==> src/verilog/pbo_pkg.sv <==
// constants for the port b/c/d alternate-function override block
// Notes on behaviour
// [RQ1] an asserted override enable replaces the port register value, else the register applies
// [RQ2] serial slave mode forces the select pin to input, ignoring its direction bit
// [RQ3] as slave the serial peripheral is active only while the select pin is low
// [RQ4] serial master mode leaves select pin direction to its own direction bit
// [RQ5] a serial pin forced to input keeps its pull-up under its output bit
// [RQ6] first-port bit 0 feeds its level to pin-change source 8
// [RQ7] master-in/slave-out pin input feeds the master data input
// [RQ8] master-out/slave-in pin input feeds the slave data input
// [RQ9] first-port bits 7..4 drive compare outputs when each compare output is enabled
// [RQ10] masked pin-change pins get their digital input forced on and feed pin-change inputs
// [RQ11] first-port bits 3..0 force input with pull-up from port bit gated by disable
// [RQ12] bit 3 slave out, bit 2 master out, bit 1 serial clock; bit 0 never
// [RQ13] second-port bits 7..0 are display segments 5..12
// [RQ14] display on: second port pull-up off, input direction, digital input off
// [RQ15] third-port bits 7..2 are display segments 15..20
// [RQ16] third-port bit 1 is external interrupt 0 or display segment 21
// [RQ17] third-port bit 0 is timer capture input or display segment 22
// [RQ18] global pull-up disable keeps every port pull-up off
// [RQ19] serial master mode forces the master-in/slave-out pin to input
// [RQ20] serial slave mode forces the master-out/slave-in pin to input
// [RQ21] serial slave mode forces the serial clock pin to input
package pbo_pkg;
  localparam int PORT_W = 8;
  localparam logic [7:0] PORT_RST = 8'h00;
  localparam logic [17:0] SEG_RST = 18'h00000;
  // first-port pin positions
  localparam int SEL_BIT = 0;
  localparam int SCK_BIT = 1;
  localparam int MOSI_BIT = 2;
  localparam int MISO_BIT = 3;
  localparam int CMP_T0A_BIT = 4;
  localparam int CMP_T1A_BIT = 5;
  localparam int CMP_T1B_BIT = 6;
  localparam int CMP_T2A_BIT = 7;
  // pin-change source number of first-port bit 0
  localparam int PCINT_BASE = 8;
  // segment numbering
  localparam int SEG_LO = 5;
  localparam int SEG_HI = 22;
  localparam int SEG_C_LAST = 12;
  localparam int SEG_D_LAST = 22;
  localparam int EXT_IRQ_BIT = 1;
  localparam int CAPTURE_BIT = 0;
endpackage : pbo_pkg

==> src/verilog/pbo_ovr_if.sv <==
// override signal bundle for one port, driven by the top and read by the port mux
`timescale 1ns/1ps
interface pbo_ovr_if #(parameter int W = 8);
  logic [W-1:0] pullup_override_en;
  logic [W-1:0] pullup_override_val;
  logic [W-1:0] dir_override_en;
  logic [W-1:0] dir_override_val;
  logic [W-1:0] outval_override_en;
  logic [W-1:0] outval_override_val;
  logic [W-1:0] input_en_override_en;
  logic [W-1:0] input_en_override_val;
  modport src (
    output pullup_override_en, pullup_override_val, dir_override_en, dir_override_val,
    output outval_override_en, outval_override_val, input_en_override_en,
    output input_en_override_val
  );
  modport mux (
    input pullup_override_en, pullup_override_val, dir_override_en, dir_override_val,
    input outval_override_en, outval_override_val, input_en_override_en,
    input input_en_override_val
  );
endinterface : pbo_ovr_if

==> src/verilog/pbo_rst_sync.sv <==
// reset release synchroniser: asserts at once, releases after two clock edges
`timescale 1ns/1ps
module pbo_rst_sync (
  // clock and raw reset
  input wire logic clk,
  input wire logic nrst,
  // synchronised reset
  output logic rst_n
);
  logic meta_r;
  always_ff @(posedge clk or negedge nrst) begin
    if (!nrst) begin
      meta_r <= 1'b0;
      rst_n <= 1'b0;
    end else begin
      meta_r <= 1'b1;
      rst_n <= meta_r;
    end
  end
endmodule : pbo_rst_sync

==> src/verilog/pbo_port_mux.sv <==
// combinational per-pin override mux for one port
`timescale 1ns/1ps
module pbo_port_mux #(
  parameter int W = 8
) (
  // overrides from the peripherals
  pbo_ovr_if.mux ov,
  // port registers and pad level
  input wire logic [W-1:0] out_reg,
  input wire logic [W-1:0] dir_reg,
  input wire logic [W-1:0] pad_in,
  input wire logic global_pullup_off,
  // resolved pad controls and gated input level
  output logic [W-1:0] pad_o,
  output logic [W-1:0] pad_oe,
  output logic [W-1:0] pad_pullup,
  output logic [W-1:0] din
);
  for (genvar i = 0; i < W; i++) begin : g_pin
    logic reg_pull;
    logic die;
    // pull-up only for an input with its output bit set, and never under global disable
    assign reg_pull = ~dir_reg[i] & out_reg[i] & ~global_pullup_off; // [RQ18]
    assign pad_pullup[i] = ov.pullup_override_en[i] ? ov.pullup_override_val[i] : reg_pull; // [RQ1]
    assign pad_oe[i] = ov.dir_override_en[i] ? ov.dir_override_val[i] : dir_reg[i]; // [RQ1]
    assign pad_o[i] = ov.outval_override_en[i] ? ov.outval_override_val[i] : out_reg[i]; // [RQ1]
    // the digital input is enabled unless a peripheral says otherwise
    assign die = ov.input_en_override_en[i] ? ov.input_en_override_val[i] : 1'b1; // [RQ1]
    assign din[i] = pad_in[i] & die;
  end
endmodule : pbo_port_mux

==> src/verilog/pbo_top.sv <==
// alternate-function override logic for the first, second and third ports
`timescale 1ns/1ps
module pbo_top #(
  parameter int W = 8
) (
  // clock and reset
  input wire logic clk,
  input wire logic nrst,
  // first port registers and pads
  input wire logic [W-1:0] out_reg_b,
  input wire logic [W-1:0] dir_reg_b,
  input wire logic [W-1:0] pad_b_in,
  output logic [W-1:0] pad_b_o,
  output logic [W-1:0] pad_b_oe,
  output logic [W-1:0] pad_b_pullup,
  output logic [W-1:0] pin_lvl_b,
  // second port registers and pads
  input wire logic [W-1:0] out_reg_c,
  input wire logic [W-1:0] dir_reg_c,
  input wire logic [W-1:0] pad_c_in,
  output logic [W-1:0] pad_c_o,
  output logic [W-1:0] pad_c_oe,
  output logic [W-1:0] pad_c_pullup,
  output logic [W-1:0] pin_lvl_c,
  // third port registers and pads
  input wire logic [W-1:0] out_reg_d,
  input wire logic [W-1:0] dir_reg_d,
  input wire logic [W-1:0] pad_d_in,
  output logic [W-1:0] pad_d_o,
  output logic [W-1:0] pad_d_oe,
  output logic [W-1:0] pad_d_pullup,
  output logic [W-1:0] pin_lvl_d,
  // global and mode controls
  input wire logic global_pullup_off,
  input wire logic serial_periph_on,
  input wire logic master_select,
  input wire logic display_ctrl_on,
  input wire logic ext_irq_zero_en,
  // pin-change controls and sources (bit i is source 8+i)
  input wire logic pin_change_group1_en,
  input wire logic [W-1:0] pin_change_mask1,
  output logic [W-1:0] pin_change_src,
  // compare unit outputs
  input wire logic cmp_out_t0_a,
  input wire logic cmp_out_t0_a_en,
  input wire logic cmp_out_t1_a,
  input wire logic cmp_out_t1_a_en,
  input wire logic cmp_out_t1_b,
  input wire logic cmp_out_t1_b_en,
  input wire logic cmp_out_t2_a,
  input wire logic cmp_out_t2_a_en,
  // serial peripheral data paths
  input wire logic spi_slave_dout,
  input wire logic spi_master_dout,
  input wire logic spi_sck_out,
  output logic spi_master_din,
  output logic spi_slave_din,
  output logic spi_sck_in,
  output logic spi_slave_active,
  // third port peripheral inputs
  output logic ext_irq_zero,
  output logic capture_in_t1,
  // display segment connections, indexed by segment number
  output logic [pbo_pkg::SEG_HI:pbo_pkg::SEG_LO] seg_link
);
  logic rst_n;
  logic spi_master;
  logic spi_slave;
  logic [W-1:0] b_o, b_oe, b_pu, b_din;
  logic [W-1:0] c_o, c_oe, c_pu, c_din;
  logic [W-1:0] d_o, d_oe, d_pu, d_din;
  logic [W-1:0] d_seg;
  logic [W-1:0] pad_b_o_r, pad_b_oe_r, pad_b_pullup_r, pin_lvl_b_r;
  logic [W-1:0] pad_c_o_r, pad_c_oe_r, pad_c_pullup_r, pin_lvl_c_r;
  logic [W-1:0] pad_d_o_r, pad_d_oe_r, pad_d_pullup_r, pin_lvl_d_r;
  logic [W-1:0] pin_change_src_r;
  logic spi_master_din_r, spi_slave_din_r, spi_sck_in_r, spi_slave_active_r;
  logic ext_irq_zero_r, capture_in_t1_r;
  logic [pbo_pkg::SEG_HI:pbo_pkg::SEG_LO] seg_link_r;
  logic [W-1:0] pad_b_o_nxt, pad_b_oe_nxt, pad_b_pullup_nxt, pin_lvl_b_nxt;
  logic [W-1:0] pad_c_o_nxt, pad_c_oe_nxt, pad_c_pullup_nxt, pin_lvl_c_nxt;
  logic [W-1:0] pad_d_o_nxt, pad_d_oe_nxt, pad_d_pullup_nxt, pin_lvl_d_nxt;
  logic [W-1:0] pin_change_src_nxt;
  logic spi_master_din_nxt, spi_slave_din_nxt, spi_sck_in_nxt, spi_slave_active_nxt;
  logic ext_irq_zero_nxt, capture_in_t1_nxt;
  logic [pbo_pkg::SEG_HI:pbo_pkg::SEG_LO] seg_link_nxt;

  pbo_ovr_if #(.W(W)) ovr_b ();
  pbo_ovr_if #(.W(W)) ovr_c ();
  pbo_ovr_if #(.W(W)) ovr_d ();

  pbo_rst_sync u_rst (
    .clk(clk),
    .nrst(nrst),
    .rst_n(rst_n)
  );

  assign spi_master = serial_periph_on & master_select;
  assign spi_slave = serial_periph_on & ~master_select;

  // first port: serial pins on 3..0, compare outputs on 7..4
  always_comb begin
    ovr_b.pullup_override_en = '0;
    ovr_b.pullup_override_val = '0;
    ovr_b.dir_override_en = '0;
    ovr_b.dir_override_val = '0;
    ovr_b.outval_override_en = '0;
    ovr_b.outval_override_val = '0;
    // the forcing term per serial pin: miso as master, the others as slave
    ovr_b.dir_override_en[pbo_pkg::MISO_BIT] = spi_master; // [RQ19] [RQ11]
    ovr_b.dir_override_en[pbo_pkg::MOSI_BIT] = spi_slave; // [RQ20] [RQ11]
    ovr_b.dir_override_en[pbo_pkg::SCK_BIT] = spi_slave; // [RQ21] [RQ11]
    ovr_b.dir_override_en[pbo_pkg::SEL_BIT] = spi_slave; // [RQ2] [RQ4] [RQ11]
    for (int i = 0; i <= pbo_pkg::MISO_BIT; i++) begin
      // a forced input still takes its pull-up from the port output bit
      ovr_b.pullup_override_en[i] = ovr_b.dir_override_en[i]; // [RQ5] [RQ11]
      ovr_b.pullup_override_val[i] = out_reg_b[i] & ~global_pullup_off; // [RQ5] [RQ18]
    end
    ovr_b.outval_override_en[pbo_pkg::MISO_BIT] = spi_slave; // [RQ12]
    ovr_b.outval_override_val[pbo_pkg::MISO_BIT] = spi_slave_dout; // [RQ12]
    ovr_b.outval_override_en[pbo_pkg::MOSI_BIT] = spi_master; // [RQ12]
    ovr_b.outval_override_val[pbo_pkg::MOSI_BIT] = spi_master_dout; // [RQ12]
    ovr_b.outval_override_en[pbo_pkg::SCK_BIT] = spi_master; // [RQ12]
    ovr_b.outval_override_val[pbo_pkg::SCK_BIT] = spi_sck_out; // [RQ12]
    // pull-up and direction on the compare pins stay with the registers
    ovr_b.outval_override_en[pbo_pkg::CMP_T0A_BIT] = cmp_out_t0_a_en; // [RQ9]
    ovr_b.outval_override_val[pbo_pkg::CMP_T0A_BIT] = cmp_out_t0_a; // [RQ9]
    ovr_b.outval_override_en[pbo_pkg::CMP_T1A_BIT] = cmp_out_t1_a_en; // [RQ9]
    ovr_b.outval_override_val[pbo_pkg::CMP_T1A_BIT] = cmp_out_t1_a; // [RQ9]
    ovr_b.outval_override_en[pbo_pkg::CMP_T1B_BIT] = cmp_out_t1_b_en; // [RQ9]
    ovr_b.outval_override_val[pbo_pkg::CMP_T1B_BIT] = cmp_out_t1_b; // [RQ9]
    ovr_b.outval_override_en[pbo_pkg::CMP_T2A_BIT] = cmp_out_t2_a_en; // [RQ9]
    ovr_b.outval_override_val[pbo_pkg::CMP_T2A_BIT] = cmp_out_t2_a; // [RQ9]
    ovr_b.input_en_override_en = pin_change_mask1 & {W{pin_change_group1_en}}; // [RQ10]
    ovr_b.input_en_override_val = '1; // [RQ10]
  end

  // second port: all pins become segment pads while the display runs
  always_comb begin
    ovr_c.pullup_override_en = {W{display_ctrl_on}}; // [RQ14]
    ovr_c.pullup_override_val = '0;
    ovr_c.dir_override_en = {W{display_ctrl_on}}; // [RQ14]
    ovr_c.dir_override_val = '0;
    ovr_c.outval_override_en = '0;
    ovr_c.outval_override_val = '0;
    ovr_c.input_en_override_en = {W{display_ctrl_on}}; // [RQ14]
    ovr_c.input_en_override_val = '0;
  end

  // third port: segment pads, except where a pin serves its interrupt role
  always_comb begin
    d_seg = {W{display_ctrl_on}}; // [RQ15] [RQ17]
    d_seg[pbo_pkg::EXT_IRQ_BIT] = display_ctrl_on & ~ext_irq_zero_en; // [RQ16]
    ovr_d.pullup_override_en = d_seg;
    ovr_d.pullup_override_val = '0;
    ovr_d.dir_override_en = d_seg;
    ovr_d.dir_override_val = '0;
    ovr_d.outval_override_en = '0;
    ovr_d.outval_override_val = '0;
    // an enabled interrupt keeps its input alive even on a display pin
    ovr_d.input_en_override_en = d_seg;
    ovr_d.input_en_override_en[pbo_pkg::EXT_IRQ_BIT] = display_ctrl_on | ext_irq_zero_en; // [RQ16]
    ovr_d.input_en_override_val = '0;
    ovr_d.input_en_override_val[pbo_pkg::EXT_IRQ_BIT] = ext_irq_zero_en; // [RQ16]
  end

  pbo_port_mux #(.W(W)) u_mux_b (
    .ov(ovr_b.mux),
    .out_reg(out_reg_b),
    .dir_reg(dir_reg_b),
    .pad_in(pad_b_in),
    .global_pullup_off(global_pullup_off),
    .pad_o(b_o),
    .pad_oe(b_oe),
    .pad_pullup(b_pu),
    .din(b_din)
  );

  pbo_port_mux #(.W(W)) u_mux_c (
    .ov(ovr_c.mux),
    .out_reg(out_reg_c),
    .dir_reg(dir_reg_c),
    .pad_in(pad_c_in),
    .global_pullup_off(global_pullup_off),
    .pad_o(c_o),
    .pad_oe(c_oe),
    .pad_pullup(c_pu),
    .din(c_din)
  );

  pbo_port_mux #(.W(W)) u_mux_d (
    .ov(ovr_d.mux),
    .out_reg(out_reg_d),
    .dir_reg(dir_reg_d),
    .pad_in(pad_d_in),
    .global_pullup_off(global_pullup_off),
    .pad_o(d_o),
    .pad_oe(d_oe),
    .pad_pullup(d_pu),
    .din(d_din)
  );

  // next values of every registered output
  always_comb begin
    pad_b_o_nxt = b_o;
    pad_b_oe_nxt = b_oe;
    pad_b_pullup_nxt = b_pu;
    pin_lvl_b_nxt = b_din;
    pad_c_o_nxt = c_o;
    pad_c_oe_nxt = c_oe;
    pad_c_pullup_nxt = c_pu;
    pin_lvl_c_nxt = c_din;
    pad_d_o_nxt = d_o;
    pad_d_oe_nxt = d_oe;
    pad_d_pullup_nxt = d_pu;
    pin_lvl_d_nxt = d_din;
    pin_change_src_nxt = b_din; // [RQ6] [RQ10]
    spi_master_din_nxt = b_din[pbo_pkg::MISO_BIT]; // [RQ7]
    spi_slave_din_nxt = b_din[pbo_pkg::MOSI_BIT]; // [RQ8]
    spi_sck_in_nxt = b_din[pbo_pkg::SCK_BIT];
    // the select pin is read straight from the pad so a masked input cannot hide it
    spi_slave_active_nxt = spi_slave & ~pad_b_in[pbo_pkg::SEL_BIT]; // [RQ3]
    ext_irq_zero_nxt = d_din[pbo_pkg::EXT_IRQ_BIT]; // [RQ16]
    capture_in_t1_nxt = pad_d_in[pbo_pkg::CAPTURE_BIT]; // [RQ17]
    seg_link_nxt = pbo_pkg::SEG_RST;
    for (int i = 0; i < W; i++) begin
      seg_link_nxt[pbo_pkg::SEG_C_LAST - i] = display_ctrl_on; // [RQ13]
      seg_link_nxt[pbo_pkg::SEG_D_LAST - i] = d_seg[i]; // [RQ15] [RQ16] [RQ17]
    end
  end

  always_ff @(posedge clk or negedge rst_n) begin
    if (!rst_n) begin
      pad_b_o_r <= pbo_pkg::PORT_RST;
      pad_b_oe_r <= pbo_pkg::PORT_RST;
      pad_b_pullup_r <= pbo_pkg::PORT_RST;
      pin_lvl_b_r <= pbo_pkg::PORT_RST;
      pad_c_o_r <= pbo_pkg::PORT_RST;
      pad_c_oe_r <= pbo_pkg::PORT_RST;
      pad_c_pullup_r <= pbo_pkg::PORT_RST;
      pin_lvl_c_r <= pbo_pkg::PORT_RST;
      pad_d_o_r <= pbo_pkg::PORT_RST;
      pad_d_oe_r <= pbo_pkg::PORT_RST;
      pad_d_pullup_r <= pbo_pkg::PORT_RST;
      pin_lvl_d_r <= pbo_pkg::PORT_RST;
      pin_change_src_r <= pbo_pkg::PORT_RST;
      spi_master_din_r <= 1'b0;
      spi_slave_din_r <= 1'b0;
      spi_sck_in_r <= 1'b0;
      spi_slave_active_r <= 1'b0;
      ext_irq_zero_r <= 1'b0;
      capture_in_t1_r <= 1'b0;
      seg_link_r <= pbo_pkg::SEG_RST;
    end else begin
      pad_b_o_r <= pad_b_o_nxt;
      pad_b_oe_r <= pad_b_oe_nxt;
      pad_b_pullup_r <= pad_b_pullup_nxt;
      pin_lvl_b_r <= pin_lvl_b_nxt;
      pad_c_o_r <= pad_c_o_nxt;
      pad_c_oe_r <= pad_c_oe_nxt;
      pad_c_pullup_r <= pad_c_pullup_nxt;
      pin_lvl_c_r <= pin_lvl_c_nxt;
      pad_d_o_r <= pad_d_o_nxt;
      pad_d_oe_r <= pad_d_oe_nxt;
      pad_d_pullup_r <= pad_d_pullup_nxt;
      pin_lvl_d_r <= pin_lvl_d_nxt;
      pin_change_src_r <= pin_change_src_nxt;
      spi_master_din_r <= spi_master_din_nxt;
      spi_slave_din_r <= spi_slave_din_nxt;
      spi_sck_in_r <= spi_sck_in_nxt;
      spi_slave_active_r <= spi_slave_active_nxt;
      ext_irq_zero_r <= ext_irq_zero_nxt;
      capture_in_t1_r <= capture_in_t1_nxt;
      seg_link_r <= seg_link_nxt;
    end
  end

  assign pad_b_o = pad_b_o_r;
  assign pad_b_oe = pad_b_oe_r;
  assign pad_b_pullup = pad_b_pullup_r;
  assign pin_lvl_b = pin_lvl_b_r;
  assign pad_c_o = pad_c_o_r;
  assign pad_c_oe = pad_c_oe_r;
  assign pad_c_pullup = pad_c_pullup_r;
  assign pin_lvl_c = pin_lvl_c_r;
  assign pad_d_o = pad_d_o_r;
  assign pad_d_oe = pad_d_oe_r;
  assign pad_d_pullup = pad_d_pullup_r;
  assign pin_lvl_d = pin_lvl_d_r;
  assign pin_change_src = pin_change_src_r;
  assign spi_master_din = spi_master_din_r;
  assign spi_slave_din = spi_slave_din_r;
  assign spi_sck_in = spi_sck_in_r;
  assign spi_slave_active = spi_slave_active_r;
  assign ext_irq_zero = ext_irq_zero_r;
  assign capture_in_t1 = capture_in_t1_r;
  assign seg_link = seg_link_r;

  // checks: each output one edge after its cause
  a_sel_slave_input: assert property (@(posedge clk) disable iff (!rst_n) // [RQ2]
    spi_slave |=> !pad_b_oe_r[pbo_pkg::SEL_BIT])
    else $error("select pin drives while slave");
  a_sel_master_dir: assert property (@(posedge clk) disable iff (!rst_n) // [RQ4]
    spi_master |=> pad_b_oe_r[pbo_pkg::SEL_BIT] == $past(dir_reg_b[pbo_pkg::SEL_BIT]))
    else $error("select pin direction overridden as master");
  a_miso_master_in: assert property (@(posedge clk) disable iff (!rst_n) // [RQ19]
    spi_master |=> !pad_b_oe_r[pbo_pkg::MISO_BIT])
    else $error("miso pin drives while master");
  a_mosi_sck_slave: assert property (@(posedge clk) disable iff (!rst_n) // [RQ20]
    spi_slave |=> !pad_b_oe_r[pbo_pkg::MOSI_BIT] && !pad_b_oe_r[pbo_pkg::SCK_BIT])
    else $error("mosi or clock pin drives while slave");
  a_forced_pullup: assert property (@(posedge clk) disable iff (!rst_n) // [RQ5]
    spi_slave |=> pad_b_pullup_r[pbo_pkg::SEL_BIT] ==
      $past(out_reg_b[pbo_pkg::SEL_BIT] & ~global_pullup_off))
    else $error("forced input lost its pull-up control");
  a_pullup_disable: assert property (@(posedge clk) disable iff (!rst_n) // [RQ18]
    global_pullup_off |=> pad_b_pullup_r == '0 && pad_c_pullup_r == '0 && pad_d_pullup_r == '0)
    else $error("pull-up on under global disable");
  a_cmp_drive: assert property (@(posedge clk) disable iff (!rst_n) // [RQ9]
    (cmp_out_t2_a_en || cmp_out_t1_b_en) |=>
      (!$past(cmp_out_t2_a_en) || pad_b_o_r[pbo_pkg::CMP_T2A_BIT] == $past(cmp_out_t2_a)) &&
      (!$past(cmp_out_t1_b_en) || pad_b_o_r[pbo_pkg::CMP_T1B_BIT] == $past(cmp_out_t1_b)))
    else $error("compare output not on its pin");
  a_spi_master_out: assert property (@(posedge clk) disable iff (!rst_n) // [RQ12]
    spi_master |=> pad_b_o_r[pbo_pkg::MOSI_BIT] == $past(spi_master_dout) &&
      pad_b_o_r[pbo_pkg::SCK_BIT] == $past(spi_sck_out) &&
      pad_b_o_r[pbo_pkg::SEL_BIT] == $past(out_reg_b[pbo_pkg::SEL_BIT]))
    else $error("master output pins wrong");
  a_pc_source8: assert property (@(posedge clk) disable iff (!rst_n) // [RQ6]
    pin_change_group1_en && pin_change_mask1[0] |=> pin_change_src_r[0] == $past(pad_b_in[0]))
    else $error("pin-change source 8 does not follow its pin");
  a_slave_active: assert property (@(posedge clk) disable iff (!rst_n) // [RQ3]
    $rose(spi_slave_active_r) |-> $past(spi_slave) && !$past(pad_b_in[pbo_pkg::SEL_BIT]))
    else $error("slave active without low select");
  a_display_c: assert property (@(posedge clk) disable iff (!rst_n) // [RQ14]
    display_ctrl_on |=> pad_c_oe_r == '0 && pad_c_pullup_r == '0 && pin_lvl_c_r == '0 &&
      seg_link_r[pbo_pkg::SEG_LO] && seg_link_r[pbo_pkg::SEG_C_LAST])
    else $error("second port not released to display");
  a_slave_miso_out: assert property (@(posedge clk) disable iff (!rst_n) // [RQ12]
    spi_slave |=> pad_b_o_r[pbo_pkg::MISO_BIT] == $past(spi_slave_dout))
    else $error("slave data not on its pin");
  // the interrupt input must survive the display taking the rest of the port
  a_irq_input_kept: assert property (@(posedge clk) disable iff (!rst_n) // [RQ16]
    ext_irq_zero_en |=> !seg_link_r[pbo_pkg::SEG_D_LAST - pbo_pkg::EXT_IRQ_BIT] &&
      ext_irq_zero_r == $past(pad_d_in[pbo_pkg::EXT_IRQ_BIT]))
    else $error("interrupt pin lost to the display");
endmodule : pbo_top

==> config.mk <==
export PLATFORM = sky130hd
export DESIGN_NAME = pbo_top
export DESIGN_NICKNAME = d
export VERILOG_FILES = /design/src/verilog/pbo_pkg.sv /design/src/verilog/pbo_ovr_if.sv /design/src/verilog/pbo_rst_sync.sv /design/src/verilog/pbo_port_mux.sv /design/src/verilog/pbo_top.sv
export SDC_FILE = /design/constraint.sdc
export NUM_CORES = 1
export LEC_CHECK = 0
export BUFFER_PORTS_ARGS = -buffer_cell sky130_fd_sc_hd__buf_2
export CAP_MARGIN = 10
export CORE_ASPECT_RATIO = 1.5
export CORE_MARGIN = 5
export CORE_UTILIZATION = 40
export DETAILED_ROUTE_END_ITERATION = 10
export GPL_TIMING_DRIVEN = 0
export PLACE_DENSITY = 0.77
export SYNTH_ARGS = -nofsm -noshare
export SYNTH_HDL_FRONTEND = slang
export SYNTH_SLANG_ARGS = --single-unit
==> constraint.sdc <==
create_clock -name clk -period 7.22 [get_ports clk]
set_clock_uncertainty 0.2 [all_clocks]
set_input_delay 0.722 -clock clk [delete_from_list [all_inputs] [get_ports clk]]
set_output_delay 0.722 -clock clk [all_outputs]
set_load 0.05 [all_outputs]
Word level (Yosys, flattened, before mapping)
Index checks and enable logic that the tools add are counted.
{"block": "word_totals", "word_cells": 171, "in_bits": 99, "register_bits": 120}
{"block": "op_classes", "mux": 49, "bitwise_logic": 101}
{"op": "bitwise AND 1 bit", "n": 72}
{"op": "two-way mux 1 bit", "n": 49}
{"op": "inverter 1 bit", "n": 28}
{"op": "bitwise OR 1 bit", "n": 1}

Logic depth before layout (Yosys ltp)
Gate-level depths: netlist of run 1.
{"block": "depth", "ltp_word": 4, "ltp_mapped": 5, "mapped_depth_nobuf": 3}

By module
From an unflattened synthesis of run 1, not the netlist that was laid out.
{"block": "unflattened", "cells_unflattened": 345, "area_unflattened_um2": 4241.6}
{"mod": "pbo_top", "n_inst": 1, "cells_per_inst": 147, "area_per_inst_um2": 2832.7}
{"mod": "pbo_port_mux", "n_inst": 3, "cells_per_inst": 65, "area_per_inst_um2": 451.7}
{"mod": "pbo_rst_sync", "n_inst": 1, "cells_per_inst": 3, "area_per_inst_um2": 53.8}

Worst setup path before layout of run 1
No wires, ideal clock.
{"block": "synth_path", "path_type": "register -> output", "from": "register seg_link[20] (netlist name)", "to": "output seg_link[10] in the netlist's numbering", "t_arrival_ns": 1.118, "required_ns": 6.298, "setup_slack_ns": 5.180, "path_stages_with_launch": 2, "n_path_buf": 1, "cell_sequence": "dfrtp_1 > buf_4"}
{"item": "end, declared", "line_no": "pbo_top.sv:64", "text": "output logic [pbo_pkg::SEG_HI:pbo_pkg::SEG_LO] seg_link"}

==> summary.md, run 1 <==
| Metric | Value |
|---|---|
| CTS HTree Levels | 3 |
| Time the worst path needs with I/O delays and setup | 2280 ps |
| Syn Inst Count | approximately 220 |
| Pre-CTS WS | 5280 ps |
| Synth Warn # | 0 |
| CTS tree | built |
| Vias in the first global route | between 2,000 and 2,500 |
| Post-CTS setup buffers | 0 |
| Leak Pwr | 0.00269 uW |
| Drt via density | 4.25 |
| Design area | slightly below 5000 sq um |
| Via count | 2,356 |
| RSZ-0062 raised after global routing | false |
| Setup WS post-layout | approximately 4900 ps |
| First-pass GRT wire length | 12,600 microns |
| CTS Buf Count | 9 |
| Power per cell area | 262 nW/um^2 |
| WP data required | about 6300 ps |
| Max-Slew Margin vs Limit | 0.621 |
| Layout cells sized above 1 | 0.625 |
| DR iter-0 viols | 21 |
| Avg Inst Size Synth | 15.8 sq um |
| EDFF count, synth | 0 |
| CTS Hold Bufs | 1 |
| Max Clock Freq | between 0.4 and 0.5 GHz |
| Placement-stage cell area | between 4000 and 5000 sq um |
| Num rows | between 40 and 50 |
| # IOs | about 230 |
| Final setup fails | 0 |
| CP top delay family | flip-flops |
| Synth Flop Type | dfrtp_1 |
| Setup TNS Final | 0 ps |
| Final Cycle Share | 0.316 |
| DRT Pass-1 Iters | 4 |
| Status | finished clean |
| Crit Path Max Fanout | 15 |
| Clock Sinks | about 100 |
| Ant diodes | 0 |
| Initial antenna violation count | 1 |
| Worst slew pin tran | ~570 ps |
| CTS root buf | clkbuf_16 |
| Initial Util | 0.407 |
| Clock Path Buffers | 2 |
| Worst path cell trace | buf_4 > buf_2 |
| Synthesized area | approximately 3400 sq um |
| Seq/Total Area, Yosys | 0.749 |
| Number of max-cap violations | 0 |
| Chip Width | approximately 85 microns |
| WL final | about 8400 microns |
| Fin. Hold Viols | 0 |
| Post-DP HPWL | around 6700 microns |
| Number of cells upsized or downsized after cts | 0 |
| Layout area overhead | 44.8% |
| Worst Path Buf+Inv | 2 |
| Die area | approximately 10,000 sq um |
| Async set-reset flop share out of synthesis | 1.00 |
| Final Slew Violations | 0 |
| PortBufs | 214 |
| Routed Antenna Nets | 0 |
| CTS clock-pin slew for the worst setup and hold paths | 70 ps |
| Largest net degree at the start of global routing | 60 |
| DIE HEIGHT | 123 microns |
| Setup CP Type | reg2out |
| Final Wtd Congestion | between 0.7 and 0.8 |
| Synth cell types | 19 |
| # DRC | 0 |
| Slowest stage delay, CP | a little under 600 ps |
| Hold WC Path Type | reg2async |
| Total grt overflow | 0 |
| Crit. End Element | output pin |
| Worst endpoint data arrival time | between 1000 and 1500 ps |
| Total GRT Usage | 0.160 |
| Worst-skew pair later-pin latency | between 300 and 400 ps |
| Maximum vdd drop | around 0.00013 V |
| Worst Setup Start Kind | flop |
| Core footprint | ~8400 sq um |
| WL/cell | around 15 microns |
| NumNets Final | between 500 and 600 |
| Yosys reg bits | approximately 100 |
| Slowest CP cell | dfrtp_1 |
[through the flow]
stage	total power [uW]	util	hold slack [ps]	instances
after floorplan	791	-	131	216
after global placement	860	0.552	136	537
after detailed placement	867	0.556	140	538
after CTS	1310	0.590	148	555
after global routing	1350	0.590	167	555
final	1290	0.590	119	555
[layer usage]
layer	track usage	vias up	share of wire
met5	0	-	0
met4	0.0891	0	0.035
met3	0.0607	20	0.097
met2	0.278	121	0.54
met1	0.164	1112	0.33
li1	-	1103	-
[synth_stat cells (2+ instances only)]
cell type	count	area, sq um
conb_1	2	7.51
nor3b_2	10	125
nand2b_1	5	31.3
buf_4	28	210
a21oi_1	3	15.0
mux2_2	7	78.8
buf_6	2	22.5
nor2b_1	30	188
nor3b_1	10	75.1
dfrtp_1	102	2550
and2_1	5	31.3
clkbuf_1	4	15.0
[registers in the layout, summed over array words and instances, names as in the netlist, 2 cells and up]
signal,count
pad_d_oe,8
seg_link,2
pad_d_o,8
pad_c_oe,8
pad_b_oe,8
pad_b_pullup,8
pin_lvl_c,8
pad_c_pullup,8
pin_change_src,8
pin_lvl_d,8
pad_d_pullup,8
pad_c_o,8
pad_b_o,8
[cell usage in the layout, fill, tap and decap left out]
master and instances:
buf_2 214, dfrtp_1 101, nor2b_1 30, buf_4 28, nor3b_1 10, nor3b_2 10, clkbuf_16 9, mux2_2 7
nand2b_1 5, and2_1 5, clkbuf_1 4, clkinv_2 4, a21oi_1 3, conb_1 3, buf_6 2, clkinv_4 2
a21boi_0 1, nand2_1 1, or2_1 1, buf_12 1, inv_1 1, nor4b_1 1, nor2_1 1, clkbuf_8 1
dlygate4sd3_1 1, buf_16 1, dfrtp_4 1
[layout make-up]
class	count	area (sq um)
tap	107	134
multi-input combinational	78	586
buffer	35	268
fill	691	3430
clock inverter	6	37.5
timing repair buffer	216	1110
sequential	102	2560
inverter	1	3.75
clock buffer	10	239
[cell families (layout without fill, tap and decap cells)]
kind of cell | Yosys count | in the layout | synth area share
and+or+nand+nor | 64 | 64 | 0.139
other | 2 | 3 | 0.00221
AOI/OAI and AO/OA | 4 | 4 | 0.00661
DFF | 102 | 102 | 0.749
muxes | 7 | 7 | 0.0231
buffers and inverters | 36 | 268 | 0.0797
[power breakdown]
group | internal [uW] | switching, uW | leakage, uW
Clock | 242 | 199 | 0.000142
Combinational | 66.8 | 175 | 0.00127
Sequential | 599 | 12.6 | 0.00128
[final timing paths]
kind                       slack [ps]         start                end  cells past startpoint
min in group clk                  150  u_rst.meta_r        u_rst.rst_n                      0
setup / recovery                 4940  seg_link[20]       seg_link[22]                      2
hold / removal                    120   u_rst.rst_n         pad_d_o[0]                      0
setup reg to reg                 6020   u_rst.rst_n  pin_change_src[5]                      1
hold reg to reg                   120   u_rst.rst_n         pad_d_o[0]                      0
max in group asynchronous        6020   u_rst.rst_n  pin_change_src[5]                      1
Note: power is estimated with default switching activity, not from simulation.
==> run 2: changes to the inputs <==
Settings changed: CORE_UTILIZATION 40 to 37, PLACE_DENSITY 0.77 to 0.75.
Clock period 7.22 ns to 1.88 ns, I/O delays scaled along.
==> run 2 against run 1 <==
Non-clock buffer count rose by 90. Register-to-register slack got worse by 5300 ps. Total power rose to 4.3 times the previous value. Hold slack got worse by 9.1 ps. Via count rose by 18%. Sequential power rose to 3.8 times the previous value. Die area rose by 7.3%. First-iteration DRC count rose by 86%. Critical path type is now in2reg. Critical endpoint is now pad_b_o[1]. Largest cell class unchanged. Largest power group unchanged. Highest routed layer unchanged.
==> summary.md, run 2 (synthesis results as in run 1) <==
| Metric | Value |
|---|---|
| Number of max-cap violations | 0 |
| Die area | ~11,000 sq um |
| R2R setup slack | about 700 ps |
| Reg2reg end | pin_change_src[5] |
| Clock Path Buffers | 2 |
| Most used cell, CP | dlygate4sd3_1 |
| Max-Slew Margin vs Limit | 0.648 |
| Status | finished clean |
| Setup WS post-layout | about 53 ps |
| Final Cycle Share | 0.972 |
| Core footprint | a little over 9000 sq um |
| Commonest non-fill, non-tap cell in the layout | buf_2 |
| WL final | 10,400 microns |
| Final Wtd Congestion | approximately 0.75 |
| CP top delay family | buffers and inverters |
| Worst Setup Start Kind | primary input |
| Routed Antenna Nets | 0 |
| Hold Slack | roughly 110 ps |
| Crit Path Max Fanout | 3 |
| CTS root buf | clkbuf_16 |
| Hold WC Path Type | reg2async |
| # IOs | about 230 |
| Worst endpoint data arrival time | roughly 1900 ps |
| R2R depth | 1 |
| Initial antenna violation count | 0 |
| Placed instance count | 542 |
| Total grt overflow | 0 |
| Post-CTS setup buffers | 0 |
| Most frequent cells in the layout | buf_2, dfrtp_1, dlygate4sd3_1 |
| Worst Path Buf+Inv | 3 |
| WL/cell | between 15 and 20 microns |
| CTS HTree Levels | 3 |
| Crit. End Element | flop |
| Largest net degree at the start of global routing | 101 |
| CTS tree | built |
| WP data required | around 1900 ps |
| Pre-CTS WS | 241 ps |
| Post-route insts no fill | 650 |
| Final setup fails | 0 |
| Via count | roughly 2,800 |
| # DRC | 0 |
| Worst slew pin tran | between 500 and 600 ps |
| Initial Util | 0.372 |
| Worst path cell trace | dlygate4sd3_1 > buf_2 > nand2_2 > mux2_2 > dlygate4sd3_1 |
| RR Startpoint | u_rst.rst_n |
| Ant diodes | 0 |
| PortBufs | ~210 |
| Leak Pwr | 0.00310 uW |
| Slowest CP cell | dlygate4sd3_1 |
| Max Clock Freq | approximately 0.55 GHz |
| Setup TNS Final | 0 ps |
| CTS Buf Count | 9 |
| NumNets Final | around 630 |
| First-pass GRT wire length | between 15,000 and 20,000 microns |
| DR iter-0 viols | 39 |
| DIE HEIGHT | roughly 130 microns |
| Power per cell area | 941 nW/um^2 |
| Slowest stage delay, CP | between 500 and 600 ps |
| Worst-skew pair later-pin latency | between 300 and 400 ps |
| Clock Sinks | between 100 and 150 |
| CTS clock-pin slew for the worst setup and hold paths | about 70 ps |
| Maximum vdd drop | between 0.0006 and 0.0007 V |
| DRT Pass-1 Iters | 3 |
| Setup CP Type | in2reg |
| Total GRT Usage | 0.192 |
| Drt via density | 4.27 |
| RSZ-0062 raised after global routing | false |
| Vias in the first global route | about 3,200 |
| Chip Width | roughly 90 microns |
| Layout area overhead | 74.2% |
| Fin. Hold Viols | 0 |
| Post-DP HPWL | 6780 microns |
| Time the worst path needs with I/O delays and setup | around 1800 ps |
| Layout cells sized above 1 | 0.524 |
| Final Slew Violations | 0 |
| Num rows | 43 |
-- run 2: cell count changes in the layout (fill, tap and decap cells not counted), sizes merged --
cell,previous run,this run
bufinv,0,3
clkinv,6,0
clkinvlp,0,2
dlygate4sd3,1,92
-- run 2: worst max-delay path by stage --
stage                           from  cells past startpoint  slack [ps]                 to
global placement         u_rst.rst_n                      0         300  pin_change_src[1]
global route        serial_periph_on                      5          30         pad_b_o[1]
CTS                    master_select                      6          40    pad_b_pullup[2]
finish                 master_select                      5          50         pad_b_o[1]
detailed placement       u_rst.rst_n                      0         240  pin_change_src[6]
floorplan               seg_link[20]                      1         370       seg_link[10]
-- run 2: cell type report --
cell class / instances / area [sq um]
fillers: 696 / 3210
flip-flops and latches: 102 / 2560
repair buffers: 307 / 2020
multi-input cells: 78 / 591
plain buffers: 34 / 264
clock buffers: 11 / 253
well taps: 112 / 140
clock inverters: 5 / 105
inverters: 1 / 3.75
-- run 2: where the power goes --
part           switching [uW]  internal [uW]  leakage, uW
clock network             759           1370     0.000168
logic                     716            384      0.00166
registers                50.8           2300      0.00128
-- run 2: what timing repair did --
item / in CTS / in global routing
hold endpoints to repair: 102 / 0
endpoints found under the setup margin: 0 / 2
gates resized for setup: 0 / 2
hold buffers: 92 / 0
-- run 2: per-layer routing --
layer  track usage  up-vias  routed length, microns  share of wire
met3        0.0568       34                     910          0.087
met1         0.185     1312                    3220           0.31
met4         0.115        0                     474          0.046
met2         0.346      145                    5810           0.56
li1              -     1285                       -              -
met5             0        -                       0              0
-- run 2: metrics by stage --
stage	util	total power [uW]	instance area, sq um
floorplan	-	3040	3410
global placement	0.506	3300	4620
detailed placement	0.506	3320	4620
CTS	0.645	5620	5900
global route	0.649	5790	5930
finish	0.649	5580	5930
==> run 3: changes to the inputs <==
Settings changed: CORE_ASPECT_RATIO 1.5 to not set, CORE_UTILIZATION 37 to 40, PLACE_DENSITY 0.75 to 0.77.
Clock period 1.88 ns to 2.3 ns, I/O delays scaled along.
==> run 3 against run 2 <==
Global-route usage rose by 0.96 points. Register-to-register slack improved by 440 ps. Sequential share of layout area rose by 1.3 points. Total power fell by 30%. First-iteration DRC count fell by 31%. Final area fell by 2.8%. Via count rose by 1.6%. Routed wire length rose by 0.60%. Critical path type is now reg2out.
==> summary.md, run 3 (synthesis results as in run 1) <==
| Metric | Value |
|---|---|
| Status | finished clean |
| Post-DP HPWL | approximately 7000 microns |
| DIE HEIGHT | ~100 microns |
| Max Clock Freq | 0.524 GHz |
| Die area | roughly 10,000 sq um |
| DRT Pass-1 Iters | 4 |
| Commonest non-fill, non-tap cell in the layout | buf_2 |
| Pre-CTS WS | between 700 and 800 ps |
| Worst endpoint data arrival time | approximately 1500 ps |
| Maximum vdd drop | 0.000405 V |
| Largest net degree at the start of global routing | 70 |
| Final Wtd Congestion | 0.739 |
| Max-Slew Margin vs Limit | 0.665 |
| Slowest CP cell | dfrtp_1 |
| Final Slew Violations | 0 |
| Ant diodes | 0 |
| Worst slew pin tran | around 500 ps |
| Fin. Hold Viols | 0 |
| DR iter-0 viols | 27 |
| Total grt overflow | 0 |
| Power per cell area | 683 nW/um^2 |
| Design Power | ~4000 uW |
| Layout area overhead | 69.2% |
| Number of max-cap violations | 0 |
| Initial antenna violation count | 0 |
| Hold WC Path Type | reg2async |
| Slowest stage delay, CP | about 660 ps |
| NumNets Final | 633 |
| Setup CP Type | reg2out |
| # DRC | 0 |
| WL final | 10,500 microns |
| RSZ-0062 raised after global routing | false |
| Setup WS post-layout | roughly 390 ps |
| Drt via density | around 4.4 |
| Via count | between 2,000 and 3,000 |
| Total GRT Usage | 0.201 |
| Initial Util | 0.412 |
| Post-CTS setup buffers | 0 |
| Worst Setup Start Kind | flop |
| Vias in the first global route | about 3,200 |
| First-pass GRT wire length | roughly 16,000 microns |
| Clock Sinks | approximately 100 |
| Time the worst path needs with I/O delays and setup | 1910 ps |
| Most frequent cells in the layout | buf_2, dfrtp_1, dlygate4sd3_1 |
| PortBufs | between 200 and 250 |
| CP top delay family | flip-flops |
| Final setup fails | 0 |
| Final Cycle Share | 0.829 |
| Layout cells sized above 1 | 0.518 |
| Num rows | 33 |
| Worst-skew pair later-pin latency | 350 ps |
| Worst Path Buf+Inv | 2 |
| Clock Path Buffers | 2 |
| WP data required | 1870 ps |
| Leak Pwr | approximately 0.003 uW |
| Core footprint | 8260 sq um |
| Routed Antenna Nets | 0 |
| Worst path cell trace | buf_4 > buf_2 |
| Crit. End Element | output pin |
| Chip Width | slightly above 100 microns |
| # IOs | roughly 230 |
| CTS clock-pin slew for the worst setup and hold paths | around 90 ps |
| Crit Path Max Fanout | 15 |
| CTS root buf | clkbuf_8 |
| CTS Buf Count | 9 |
| CTS tree | built |
| Filler cell count | 562 |
| CTS HTree Levels | 3 |
| WL/cell | 16.3 microns |
## run 3: cell types whose count changed in the layout (fill, tap and decap cells not counted), sizes merged
| cell | delta |
|---|---|
| bufinv | -2 |
| clkbuf | +1 |
| clkinvlp | -2 |
| inv | +1 |
| clkinv | +3 |
## run 3: repair_timing
| action | CTS | global route |
|---|---|---|
| endpoints found under the setup margin | 0 | 0 |
| gates resized for setup | 0 | 0 |
| hold buffers | 92 | 0 |
| hold endpoints to repair | 102 | 0 |
## run 3: power by group
group	switching [uW]	total [uW]	internal, uW
Combinational	588	902	314
Sequential	39.6	1920	1880
Clock	579	1110	536
## run 3: layout make-up
| cell class | instances | area, sq um | share of cell area |
|---|---|---|---|
| Buffer | 35 | 268 | 0.0465 |
| Clock buffer | 11 | 141 | 0.0245 |
| Clock inverter | 5 | 57.6 | 0.00999 |
| Inverter | 1 | 3.75 | 0.000651 |
| Multi-Input combinational cell | 78 | 586 | 0.102 |
| Sequential cell | 102 | 2560 | 0.444 |
| Tap cell | 105 | 131 | 0.0228 |
| Timing Repair Buffer | 307 | 2020 | 0.350 |
## run 3: metrics by stage
step	utilization	hold slack (ps)	cells	TNS [ps]	cell area [sq um]
floorplan	-	-266	216	0	3410
global placement	0.559	-184	535	-9810	4610
detailed placement	0.562	-181	536	0	4640
CTS	0.698	95.4	644	0	5760
global route	0.698	128	644	0	5760
finish	0.698	80.4	644	0	5760
## run 3: path summary, 6_finish.rpt
kind | startpoint | end | slack, ps | depth (start not counted)
setup reg to reg | u_rst.rst_n | pad_c_pullup[0] | 1140 | 1
setup / recovery | seg_link[20] | seg_link[8] | 390 | 2
max in group asynchronous | u_rst.rst_n | pad_c_pullup[0] | 1140 | 1
hold reg to reg | u_rst.rst_n | pin_lvl_d[5] | 80 | 0
hold / removal | u_rst.rst_n | pin_lvl_d[5] | 80 | 0
min in group clk | u_rst.meta_r | u_rst.rst_n | 150 | 0
## run 3: per-layer routing
metal	GRT usage	part of all wire	vias to the layer above	routed length [microns]
met5	0	0	-	0
met4	0.0777	0.025	0	258
met3	0.0689	0.094	22	984
met2	0.380	0.55	146	5720
met1	0.201	0.34	1368	3510
li1	-	-	1285	-
